===== src/mmicr_pkg.sv =====
// ****************************************************************
// shared constants for the master mode interrupt controller
// ****************************************************************
package mmicr_pkg;
    // register bus request travelling into the controller
    typedef struct packed {
        logic [7:0] addr;   // byte offset of the register
        logic [15:0] data;  // write data
        logic wr;           // one-cycle write strobe
        logic rd;           // one-cycle read strobe
    } mmicr_bus_type;

    // ****************************************************************
    // register offsets
    // ****************************************************************
    localparam logic [7:0] OFF_EOI = 8'h22;
    localparam logic [7:0] OFF_POLL = 8'h24;
    localparam logic [7:0] OFF_PSTAT = 8'h26;
    localparam logic [7:0] OFF_MASK = 8'h28;
    localparam logic [7:0] OFF_THRESH = 8'h2A;
    localparam logic [7:0] OFF_INSRV = 8'h2C;
    localparam logic [7:0] OFF_REQ = 8'h2E;
    localparam logic [7:0] OFF_STAT = 8'h30;
    // control words: timer, dma0, dma1, ext pins a..d
    localparam logic [7:0] CTRL_OFF [7] = '{8'h32, 8'h34, 8'h36, 8'h38,
                                           8'h3A, 8'h3C, 8'h3E};

    // ****************************************************************
    // sources, vector types and field positions
    // ****************************************************************
    localparam int NSRC = 7;            // timer, dma0, dma1, four pins
    localparam int EXT0 = 3;            // index of first external pin
    localparam logic [4:0] VEC_TYPE [7] = '{5'h08, 5'h0A, 5'h0B, 5'h0C,
                                           5'h0D, 5'h0E, 5'h0F};
    localparam int PRI_LSB = 0;         // priority field, bits 2..0
    localparam int INHIBIT_BIT = 3;
    localparam int TRIG_BIT = 4;
    localparam int CASC_BIT = 5;
    localparam int NEST_BIT = 6;
    localparam int EOI_TYPE_BIT = 15;   // 1 = non-specific
    localparam int PRESENT_BIT = 15;    // poll words
    localparam int DMA_STOP_BIT = 15;   // status register
    localparam int DMA0_REQ_BIT = 2;    // request register dma bits
    // ****************************************************************
    // values after reset
    // ****************************************************************
    localparam logic [2:0] THRESH_RESET = 3'h7;
    localparam logic [2:0] PRIO_RESET = 3'h7;
    localparam logic [6:0] INHIBIT_RESET = 7'h7F;
endpackage : mmicr_pkg


===== src/mmicr_regs.sv =====
// What this block does
// - ack or poll read sets in-service flag
// - in-service blocks lower priority requests
// - in-service: timer, two dma, four pins
// - in-service cleared by eoi or write
// - request timer bit ors three timers
// - pin request bits live, unwritable, edge aware
// - internal requests cleared on acknowledge, lowest timer bit only
// - dma request bits writable, rest read-only
// - mask register shares control inhibit bits
// - threshold blocks numerically greater priorities
// - threshold resets to seven
// - dma stop: nmi sets, return_from_interrupt clears
// - status holds three timer request bits
// - control word priority and inhibit fields
// - trigger select: level or rising edge
// - pins a, b carry cascade and nesting bits
// - cascade or nesting disables pins c, d
// - eoi write-only, specific or non-specific
// - poll read acknowledges, status read pure
// - poll words give presence and vector
// - presence bit 15, vector bits 4..0
// - non-specific eoi clears best in-service
//
// Decided for this implementation: the placing of the registers and the address-and-strobe port.
`timescale 1ns/1ps
`default_nettype none
module mmicr_regs (
    input wire logic clk_sys,
    input wire logic resetn,
    input wire mmicr_pkg::mmicr_bus_type regBus,
    output logic [15:0] regRdData,
    input wire logic [2:0] timerEvent,
    input wire logic [1:0] dmaEvent,
    input wire logic [3:0] ext_pin_flags,
    input wire logic nmiEvent,
    input wire logic return_from_interrupt,
    input wire logic intAck,
    output logic cpuIrq,
    output logic [4:0] ackVector,
    output logic dmaHalt
);
    // ****************************************************************
    // reset release
    // ****************************************************************
    logic [1:0] rstPipe;    // two-stage release of the reset
    logic rstn;             // synchronised reset for the rest
    always_ff @(posedge clk_sys or negedge resetn) begin
        if (!resetn) begin
            rstPipe <= 2'h0;
        end else begin
            rstPipe <= {rstPipe[0], 1'b1};
        end
    end
    assign rstn = rstPipe[1];

    // ****************************************************************
    // state
    // ****************************************************************
    logic [20:0] prioFlat;      // priority fields, three bits a source
    logic [6:0] inhibit;        // shared mask / inhibit storage
    logic [6:0] inServ;         // source index order
    logic [3:0] trigSel;        // per pin: 1 level, 0 edge
    logic [1:0] cascSel;        // pins a, b
    logic [1:0] nestEn;         // pins a, b
    logic [2:0] threshold;
    logic [1:0] dmaReq;
    logic [2:0] per_timer_request;
    logic [3:0] armed;          // edge mode: pin seen low since ack

    // ****************************************************************
    // helper functions
    // ****************************************************************
    // best candidate: lowest priority number, ties to lowest index
    function automatic logic [3:0] pickBest(input logic [6:0] cand,
                                            input logic [20:0] pr);
        logic found;
        logic [2:0] idx;
        logic [2:0] best;
        found = 1'b0;
        idx = 3'h0;
        best = 3'h7;
        for (int i = mmicr_pkg::NSRC - 1; i >= 0; i--) begin
            if (cand[i] && (!found || pr[i*3 +: 3] <= best)) begin
                found = 1'b1;
                idx = 3'(i);
                best = pr[i*3 +: 3];
            end
        end
        return {found, idx};
    endfunction : pickBest

    // vector type back to source index
    function automatic logic [3:0] vecToIdx(input logic [4:0] v);
        logic [3:0] res;
        res = 4'h0;
        for (int i = 0; i < mmicr_pkg::NSRC; i++) begin
            if (v == mmicr_pkg::VEC_TYPE[i]) begin
                res = {1'b1, 3'(i)};
            end
        end
        return res;
    endfunction : vecToIdx

    // source order to register layout: tmr 0, dma 2..3, pins 4..7
    function automatic logic [15:0] toWord(input logic [6:0] v);
        return {8'h00, v[6:3], v[2:1], 1'b0, v[0]};
    endfunction : toWord

    function automatic logic [6:0] fromWord(input logic [15:0] w);
        return {w[7:4], w[3:2], w[0]};
    endfunction : fromWord

    // ****************************************************************
    // bus decode
    // ****************************************************************
    logic wrMask, wrThresh, wrInsrv, wrReq, wrStat, wrEoi;
    logic rdPoll;
    logic [6:0] wrCtrl;     // one bit per control word
    assign wrMask = regBus.wr && regBus.addr == mmicr_pkg::OFF_MASK;
    assign wrThresh = regBus.wr && regBus.addr == mmicr_pkg::OFF_THRESH;
    assign wrInsrv = regBus.wr && regBus.addr == mmicr_pkg::OFF_INSRV;
    assign wrReq = regBus.wr && regBus.addr == mmicr_pkg::OFF_REQ;
    assign wrStat = regBus.wr && regBus.addr == mmicr_pkg::OFF_STAT;
    assign wrEoi = regBus.wr && regBus.addr == mmicr_pkg::OFF_EOI;
    assign rdPoll = regBus.rd && regBus.addr == mmicr_pkg::OFF_POLL;
    for (genvar g = 0; g < mmicr_pkg::NSRC; g++) begin : gDec
        assign wrCtrl[g] = regBus.wr &&
                           regBus.addr == mmicr_pkg::CTRL_OFF[g];
    end

    // ****************************************************************
    // requests and arbitration
    // ****************************************************************
    logic extLocked;        // pins c, d taken by cascade / nesting
    logic [6:0] req;        // raw requests, source order
    logic [6:0] eligible;
    logic [3:0] win;        // {found, index}
    logic winFound;
    logic [2:0] winIdx;
    logic [3:0] bestIs;     // best in-service source
    logic ackNow;           // acknowledge cycle or poll read
    logic [6:0] ackOne;     // one-hot acknowledged source
    assign extLocked = |cascSel || |nestEn;
    assign req[0] = |per_timer_request;
    assign req[2:1] = dmaReq;
    for (genvar p = 0; p < 4; p++) begin : gPin
        // live from the pin; edge mode needs a low first
        assign req[mmicr_pkg::EXT0 + p] = ext_pin_flags[p] &&
                                          (trigSel[p] || armed[p]);
    end
    for (genvar s = 0; s < mmicr_pkg::NSRC; s++) begin : gElig
        logic lowerThanIs;  // an in-service source outranks this one
        logic ownBusy;      // own service routine still running
        always_comb begin
            lowerThanIs = 1'b0;
            for (int j = 0; j < mmicr_pkg::NSRC; j++) begin
                if (inServ[j] &&
                    prioFlat[s*3 +: 3] > prioFlat[j*3 +: 3]) begin
                    lowerThanIs = 1'b1;
                end
            end
        end
        // nesting mode lets a pin re-enter over its own flag
        if (s == mmicr_pkg::EXT0 || s == mmicr_pkg::EXT0 + 1) begin : gN
            assign ownBusy = inServ[s] && !nestEn[s - mmicr_pkg::EXT0];
        end else begin : gP
            assign ownBusy = inServ[s];
        end
        assign eligible[s] = req[s] && !inhibit[s] &&
            prioFlat[s*3 +: 3] <= threshold &&
            !lowerThanIs && !ownBusy &&
            !(extLocked && s >= mmicr_pkg::EXT0 + 2);
    end
    assign win = pickBest(eligible, prioFlat);
    assign winFound = win[3];
    assign winIdx = win[2:0];
    assign bestIs = pickBest(inServ, prioFlat);
    assign ackNow = (intAck || rdPoll) && winFound;
    assign ackOne = ackNow ? 7'(7'h01 << winIdx) : 7'h00;

    // ****************************************************************
    // control words and shared inhibit bits
    // ****************************************************************
    // priority, trigger, cascade and nesting fields
    always_ff @(posedge clk_sys or negedge rstn) begin
        if (!rstn) begin
            prioFlat <= {7{mmicr_pkg::PRIO_RESET}};
            trigSel <= 4'h0;
            cascSel <= 2'h0;
            nestEn <= 2'h0;
        end else begin
            for (int i = 0; i < mmicr_pkg::NSRC; i++) begin
                if (wrCtrl[i]) begin
                    prioFlat[i*3 +: 3] <= regBus.data[2:0];
                    if (i >= mmicr_pkg::EXT0) begin
                        trigSel[i - mmicr_pkg::EXT0] <=
                            regBus.data[mmicr_pkg::TRIG_BIT];
                    end
                    // only pins a, b keep the extra bits
                    if (i == mmicr_pkg::EXT0 || i == mmicr_pkg::EXT0 + 1)
                    begin
                        cascSel[i - mmicr_pkg::EXT0] <=
                            regBus.data[mmicr_pkg::CASC_BIT];
                        nestEn[i - mmicr_pkg::EXT0] <=
                            regBus.data[mmicr_pkg::NEST_BIT];
                    end
                end
            end
        end
    end

    // one storage bit serves both views of each mask
    always_ff @(posedge clk_sys or negedge rstn) begin
        if (!rstn) begin
            inhibit <= mmicr_pkg::INHIBIT_RESET;
        end else if (wrMask) begin
            inhibit <= fromWord(regBus.data);
        end else begin
            for (int i = 0; i < mmicr_pkg::NSRC; i++) begin
                if (wrCtrl[i]) begin
                    inhibit[i] <= regBus.data[mmicr_pkg::INHIBIT_BIT];
                end
            end
        end
    end

    // threshold code, low three bits only
    always_ff @(posedge clk_sys or negedge rstn) begin
        if (!rstn) begin
            threshold <= mmicr_pkg::THRESH_RESET;
        end else if (wrThresh) begin
            threshold <= regBus.data[2:0];
        end
    end

    // ****************************************************************
    // in-service flags
    // ****************************************************************
    // clears first, acknowledge last so a same-cycle set wins
    always_ff @(posedge clk_sys or negedge rstn) begin
        if (!rstn) begin
            inServ <= 7'h00;
        end else begin
            logic [6:0] nxt;
            logic [3:0] hit;
            nxt = inServ;
            hit = vecToIdx(regBus.data[4:0]);
            if (wrInsrv) begin
                nxt = fromWord(regBus.data);
            end else if (wrEoi) begin
                if (regBus.data[mmicr_pkg::EOI_TYPE_BIT]) begin
                    if (bestIs[3]) begin
                        nxt[bestIs[2:0]] = 1'b0;
                    end
                end else if (hit[3]) begin
                    nxt[hit[2:0]] = 1'b0;
                end
            end
            inServ <= nxt | ackOne;
        end
    end

    // ****************************************************************
    // internal requests
    // ****************************************************************
    // dma requests: written directly, dropped on acknowledge
    always_ff @(posedge clk_sys or negedge rstn) begin
        if (!rstn) begin
            dmaReq <= 2'h0;
        end else begin
            logic [1:0] nxt;
            nxt = dmaReq & ~ackOne[2:1];
            if (wrReq) begin
                nxt = regBus.data[mmicr_pkg::DMA0_REQ_BIT +: 2];
            end
            dmaReq <= nxt | dmaEvent;
        end
    end

    // per-timer bits; ack retires only the lowest so others survive
    always_ff @(posedge clk_sys or negedge rstn) begin
        if (!rstn) begin
            per_timer_request <= 3'h0;
        end else begin
            logic [2:0] nxt;
            nxt = per_timer_request;
            if (wrStat) begin
                nxt = regBus.data[2:0];
            end else if (ackOne[0]) begin
                nxt = nxt & (nxt - 3'h1);
            end
            per_timer_request <= nxt | timerEvent;
        end
    end

    // edge arming: a low pin re-arms, an edge-mode ack disarms
    always_ff @(posedge clk_sys or negedge rstn) begin
        if (!rstn) begin
            armed <= 4'hF;
        end else begin
            for (int p = 0; p < 4; p++) begin
                if (!ext_pin_flags[p]) begin
                    armed[p] <= 1'b1;
                end else if (ackOne[mmicr_pkg::EXT0 + p] && !trigSel[p]) begin
                    armed[p] <= 1'b0;
                end
            end
        end
    end

    // dma stop: nmi wins over a same-cycle return or write
    always_ff @(posedge clk_sys or negedge rstn) begin
        if (!rstn) begin
            dmaHalt <= 1'b0;
        end else if (nmiEvent) begin
            dmaHalt <= 1'b1;
        end else if (return_from_interrupt) begin
            dmaHalt <= 1'b0;
        end else if (wrStat) begin
            dmaHalt <= regBus.data[mmicr_pkg::DMA_STOP_BIT];
        end
    end

    // ****************************************************************
    // cpu side and read data
    // ****************************************************************
    // registered request and acknowledged vector
    always_ff @(posedge clk_sys or negedge rstn) begin
        if (!rstn) begin
            cpuIrq <= 1'b0;
            ackVector <= 5'h00;
        end else begin
            cpuIrq <= winFound;
            if (intAck && winFound) begin
                ackVector <= mmicr_pkg::VEC_TYPE[winIdx];
            end
        end
    end

    logic [15:0] pollWord;  // same word for both poll views
    logic [15:0] rdMux;
    assign pollWord = winFound ?
        {1'b1, 10'h000, mmicr_pkg::VEC_TYPE[winIdx]} : 16'h0000;
    // read mux; unused bits and the write-only eoi read zero
    always_comb begin
        rdMux = 16'h0000;
        case (regBus.addr)
            mmicr_pkg::OFF_POLL, mmicr_pkg::OFF_PSTAT: rdMux = pollWord;
            mmicr_pkg::OFF_MASK: rdMux = toWord(inhibit);
            mmicr_pkg::OFF_THRESH: rdMux = {13'h0000, threshold};
            mmicr_pkg::OFF_INSRV: rdMux = toWord(inServ);
            mmicr_pkg::OFF_REQ: rdMux = toWord(req);
            mmicr_pkg::OFF_STAT: rdMux = {dmaHalt, 12'h000, per_timer_request};
            default: begin
                for (int i = 0; i < mmicr_pkg::NSRC; i++) begin
                    if (regBus.addr == mmicr_pkg::CTRL_OFF[i]) begin
                        rdMux = {12'h000, inhibit[i], prioFlat[i*3 +: 3]};
                        if (i >= mmicr_pkg::EXT0) begin
                            rdMux[4] = trigSel[i - mmicr_pkg::EXT0];
                        end
                        if (i == mmicr_pkg::EXT0 || i == mmicr_pkg::EXT0 + 1)
                        begin
                            rdMux[5] = cascSel[i - mmicr_pkg::EXT0];
                            rdMux[6] = nestEn[i - mmicr_pkg::EXT0];
                        end
                    end
                end
            end
        endcase
    end

    // data stands only in the cycle after the strobe
    always_ff @(posedge clk_sys or negedge rstn) begin
        if (!rstn) begin
            regRdData <= 16'h0000;
        end else begin
            regRdData <= regBus.rd ? rdMux : 16'h0000;
        end
    end
endmodule : mmicr_regs
`default_nettype wire


===== config.mk =====
export PLATFORM = sky130hd
export DESIGN_NAME = mmicr_regs
export DESIGN_NICKNAME = d
export VERILOG_FILES = /design/src/mmicr_pkg.sv /design/src/mmicr_regs.sv
export SDC_FILE = /design/constraint.sdc
export NUM_CORES = 1
export LEC_CHECK = 0
export BUFFER_PORTS_ARGS = -buffer_cell sky130_fd_sc_hd__buf_4
export CORE_MARGIN = 4
export CORE_UTILIZATION = 35
export CTS_BUF_LIST = sky130_fd_sc_hd__clkbuf_4 sky130_fd_sc_hd__clkbuf_8 sky130_fd_sc_hd__clkbuf_16
export CTS_CLUSTER_DIAMETER = 50
export DETAILED_ROUTE_END_ITERATION = 16
export PLACE_DENSITY = 0.58
export SLEW_MARGIN = 20
export SYNTH_ARGS = -nofsm -noshare
export SYNTH_HDL_FRONTEND = slang
export SYNTH_SLANG_ARGS = --single-unit

===== constraint.sdc =====
create_clock -name clk_sys -period 2 [get_ports clk_sys]
set_input_delay 0.3 -clock clk_sys [delete_from_list [all_inputs] [get_ports clk_sys]]
set_output_delay 0.3 -clock clk_sys [all_outputs]
set_load 0.1 [all_outputs]

==> results.toml <==
[yosys]
synth_enable_flop_cells = 0
ys_ff_latch = 72
synth_largest_area_cell = "sky130_fd_sc_hd__ha_1"
synthesis.area_per_instance_um2 = 8.64
syn_area_um2 = 7320
postSynthCellCount = 847
post_synth_main_area_contributors = "sky130_fd_sc_hd__ha_1, sky130_fd_sc_hd__dfrtp_1, sky130_fd_sc_hd__dfstp_2, sky130_fd_sc_hd__mux2_2, sky130_fd_sc_hd__nand2_1"
yosysSeqAreaShare_pct = 25.2
top_area_cell_type_share_of_the_netlist_area_pct = 21.2
synth_cell_type_count = 68
ys_warn_count = 0
synth_ff_type = "sky130_fd_sc_hd__dfrtp_1"
synth.most_common_cell = "sky130_fd_sc_hd__ha_1"
ys_top_cells_by_count = "sky130_fd_sc_hd__ha_1, sky130_fd_sc_hd__nand2_1, sky130_fd_sc_hd__inv_1, sky130_fd_sc_hd__nor2_1, sky130_fd_sc_hd__nand3_1"
share_of_synthesized_registers_carrying_an_async_set_or_reset_pct = 100

[global_route]
grt_start_max_net_pins = 39
grt.total_usage_pct = 24.8
wire_length_of_the_first_global_routing_pass_um = 45200
grt_overflow = 0
grt_antenna_before_repair = 0
first_global_vias = 8145

[timing]
layout_setup_ws_ns = -8.38
relSlewSlack_pct = 50.3
final.min_clock_period_ns = 10.38
final_hold_viols = 0
timing_max_transition_violations_final = 0
timing_worst_slew_pin_value_ns = 0.736
totalNegativeSetupSlack_ns = -189.32
final_setup_fails = 26
setup_repair_after_global_routing_missed_its_margin = "yes"
period_share_pct = 519
final.setup_skew_ns = 0.00815
max_freq_mhz = 96.4

[clock_tree]
numCtsBuffers = 9
buffer_depth_of_the_longest_clock_path = 2
clock_tree.root_cell = "sky130_fd_sc_hd__clkbuf_16"
htreeDepth = 3
clk-insertion-delay-late_ns = 0.34
cts_tree = "built"
cts_sinks = 72
clk_pin_slew_ns = 0.06

[layout]
antenna_cells = 0
final_net_count = 1333
area_growth_pct = 56.3
final_core_utilization_pct = 56.0
drive_gt1_share_pct = 47.4
post_route_cell_area_um2 = 11400

[pwr]
p_int_uw = 6670
netSwitchingFraction_pct = 41.8
worst_ir_drop_vdd_v = 0.000854
power_leakage_uw = 0.00520
pwr_dens_nw_per_um2 = 1000
p_sw_uw = 4780
total_power_uw = 11400
pwr-share-comb_pct = 68.1
power_frac_clock_pct = 16.7
fraction_of_power_consumed_by_sequential_logic_pct = 15.2

[worst_setup_path]
critPathTopFamily = "compound AO/OA/AOI/OAI gates"
worst_path_max_delay_cell = "sky130_fd_sc_hd__dfstp_2"
buffers_and_inverters_on_the_worst_path = 3
crit_arrival_ns = 10.62
worstPathMaxFanout = 6
critPathMostFrequentCell = "sky130_fd_sc_hd__ha_4"
worstSetupPathType = "register to register"
crit_path_max_incr_delay_ns = 0.66
required_ns = 2.25
critical_path.startpoint_type = "register"
cp-end-kind = "register"

[placement]
place.gp.congestion = 0.918
hpwl_um = 22200
place.port_buffers = 47
dp_worst_setup_slack_ns = -8.39
place_area_um2 = 9910

[route]
routed_wirelength_um = 30200
wire_per_inst_um = 20.9
first_iter_violations = 584
router_iterations_before_antenna_repair = 5
detail-route-antenna-nets = 0
vias = 8063
avgViaCountPerCell = 5.58
remaining_drc_errors = 0

[floorplan]
die_w_um = 153
die_height_um = 153
core-area_um2 = 20400
placement_rows = 52
floorplan.die_area_um2 = 23300
initial_utilization_pct = 35.8
boundaryPins = 63

[hold_path]
worst_hold_path_type = "primary input to register"

[run]
cap_viol_max_count = 0

[run_status]
failing_checks = "negative setup slack"
run_status = "finished, violations left"
## kinds of logic after synthesis
kind of cell,synth area share [%]
other cells,0.103
mux,8.63
fa+ha+maj,21.2
flops,25.2
simple gates,20.4
compound gates,20.0
buf+inv,4.48
## routing by layer
metal  routed length, µm  share of wire, %  global-route usage [%]  vias up
li1                    -                 -                       -     3831
met1               13300                44                    32.9     3876
met2               14000                46                    41.0      285
met3                1800               6.0                    3.21       71
met4                1130               3.7                    10.1        0
met5                   0                 0                       0        -
## layout by cell type, fill, tap and decap left out, types with 7 or more instances in the layout
cell                        synthesis  final
sky130_fd_sc_hd__ha_4               0     22
sky130_fd_sc_hd__a21o_1             7      7
sky130_fd_sc_hd__o21a_1            13     13
sky130_fd_sc_hd__nor3_1            20     18
sky130_fd_sc_hd__dfstp_2           35     35
sky130_fd_sc_hd__o211ai_1           9      9
sky130_fd_sc_hd__a21oi_2            0      7
sky130_fd_sc_hd__inv_1             53     40
sky130_fd_sc_hd__a22oi_1            8      8
sky130_fd_sc_hd__nand2b_1           7      7
sky130_fd_sc_hd__dfrtp_1           37     36
sky130_fd_sc_hd__o21ai_2            0      8
sky130_fd_sc_hd__mux2_4             4      7
sky130_fd_sc_hd__ha_1             124    100
sky130_fd_sc_hd__mux2_2            39     36
sky130_fd_sc_hd__mux2i_1           11      8
sky130_fd_sc_hd__a21oi_1           45     37
sky130_fd_sc_hd__a221oi_1          14      9
sky130_fd_sc_hd__nor2_1            53     50
sky130_fd_sc_hd__a31oi_1           19     13
sky130_fd_sc_hd__nand3_1           50     38
sky130_fd_sc_hd__buf_4              8    294
sky130_fd_sc_hd__nor2b_1           29     23
sky130_fd_sc_hd__nand2_1           81     74
sky130_fd_sc_hd__o21ai_0           48     35
sky130_fd_sc_hd__conb_1             2      9
sky130_fd_sc_hd__clkbuf_16          0      9
sky130_fd_sc_hd__nand3_2            0      7
sky130_fd_sc_hd__buf_6              0     33
sky130_fd_sc_hd__inv_2              0     10
sky130_fd_sc_hd__nand3b_1           8      8
## layout make-up
cell class                 count  area, µm²
clock buffer                  11        253
clock inverter                 5        103
fill                        1864       8990
inverter                      53        209
multi-input combinational    703       6060
sequential                    72       1850
tap                          270        338
timing repair buffer         330       2630
## sequential cells by signal (all words and copies together), names as in the netlist, 3 cells and up
register,count
armed,4
prioFlat,21
inServ,7
per_timer_request,3
ackVector,4
threshold,3
regRdData,9
trigSel,4
inhibit,7
## final timing paths
kind,start,end,slack [ns],cells past startpoint
worst max-delay path,prioFlat[19],regRdData[1],-8.38,53
worst min-delay path,ext_pin_flags[1],armed[1],0.09,2
worst max register to register,prioFlat[19],regRdData[1],-8.38,53
worst min register to register,rstPipe[1],ackVector[1],0.30,1
max in group asynchronous,rstPipe[1],inhibit[5],1.29,1
min in group asynchronous,resetn,rstPipe[1],0.26,2
## power groups by stage
| stage | Sequential, µW | Clock (µW) | Combinational [µW] |
|---|---|---|---|
| 5_1_grt | 1750 | 2000 | 8270 |
| 6_report | 1740 | 1920 | 7790 |
| 4_1_cts | 1740 | 1950 | 6890 |
| 3_5_place_dp | 1760 | 0 | 6050 |
| 2_1_floorplan | 2060 | 0 | 3070 |
| 3_3_place_gp | 1750 | 0 | 5990 |
## per-stage QoR
step                      std cells  hold slack [ns]
after global placement         1373           0.0838
after floorplan                 854          0.00441
after detailed placement       1373           0.0837
after CTS                      1426           0.0746
final                          1444           0.0927
after global routing           1444           0.0813
## worst reg2reg max path: cells and delay by family, from the launching register on
kind                       cells  cell delay, ns
DFF                            1            0.66
AOI/OAI and AO/OA             25            3.76
and+or+nand+nor               13            2.43
buffers and inverters          3            0.39
muxes                          4            1.13
adders and majority gates      8            1.93
## timing repair
action                                 in CTS  in global routing
setup endpoints to repair                  26                 26
pin swaps                                  33                 47
hold buffers                                1                  0
endpoints found under the hold margin       2                  0
gates resized for setup                    92                 57
cloned                                      0                  0
buffers inserted                           37                 21
No activity file was read; power rests on OpenSTA's default activity.
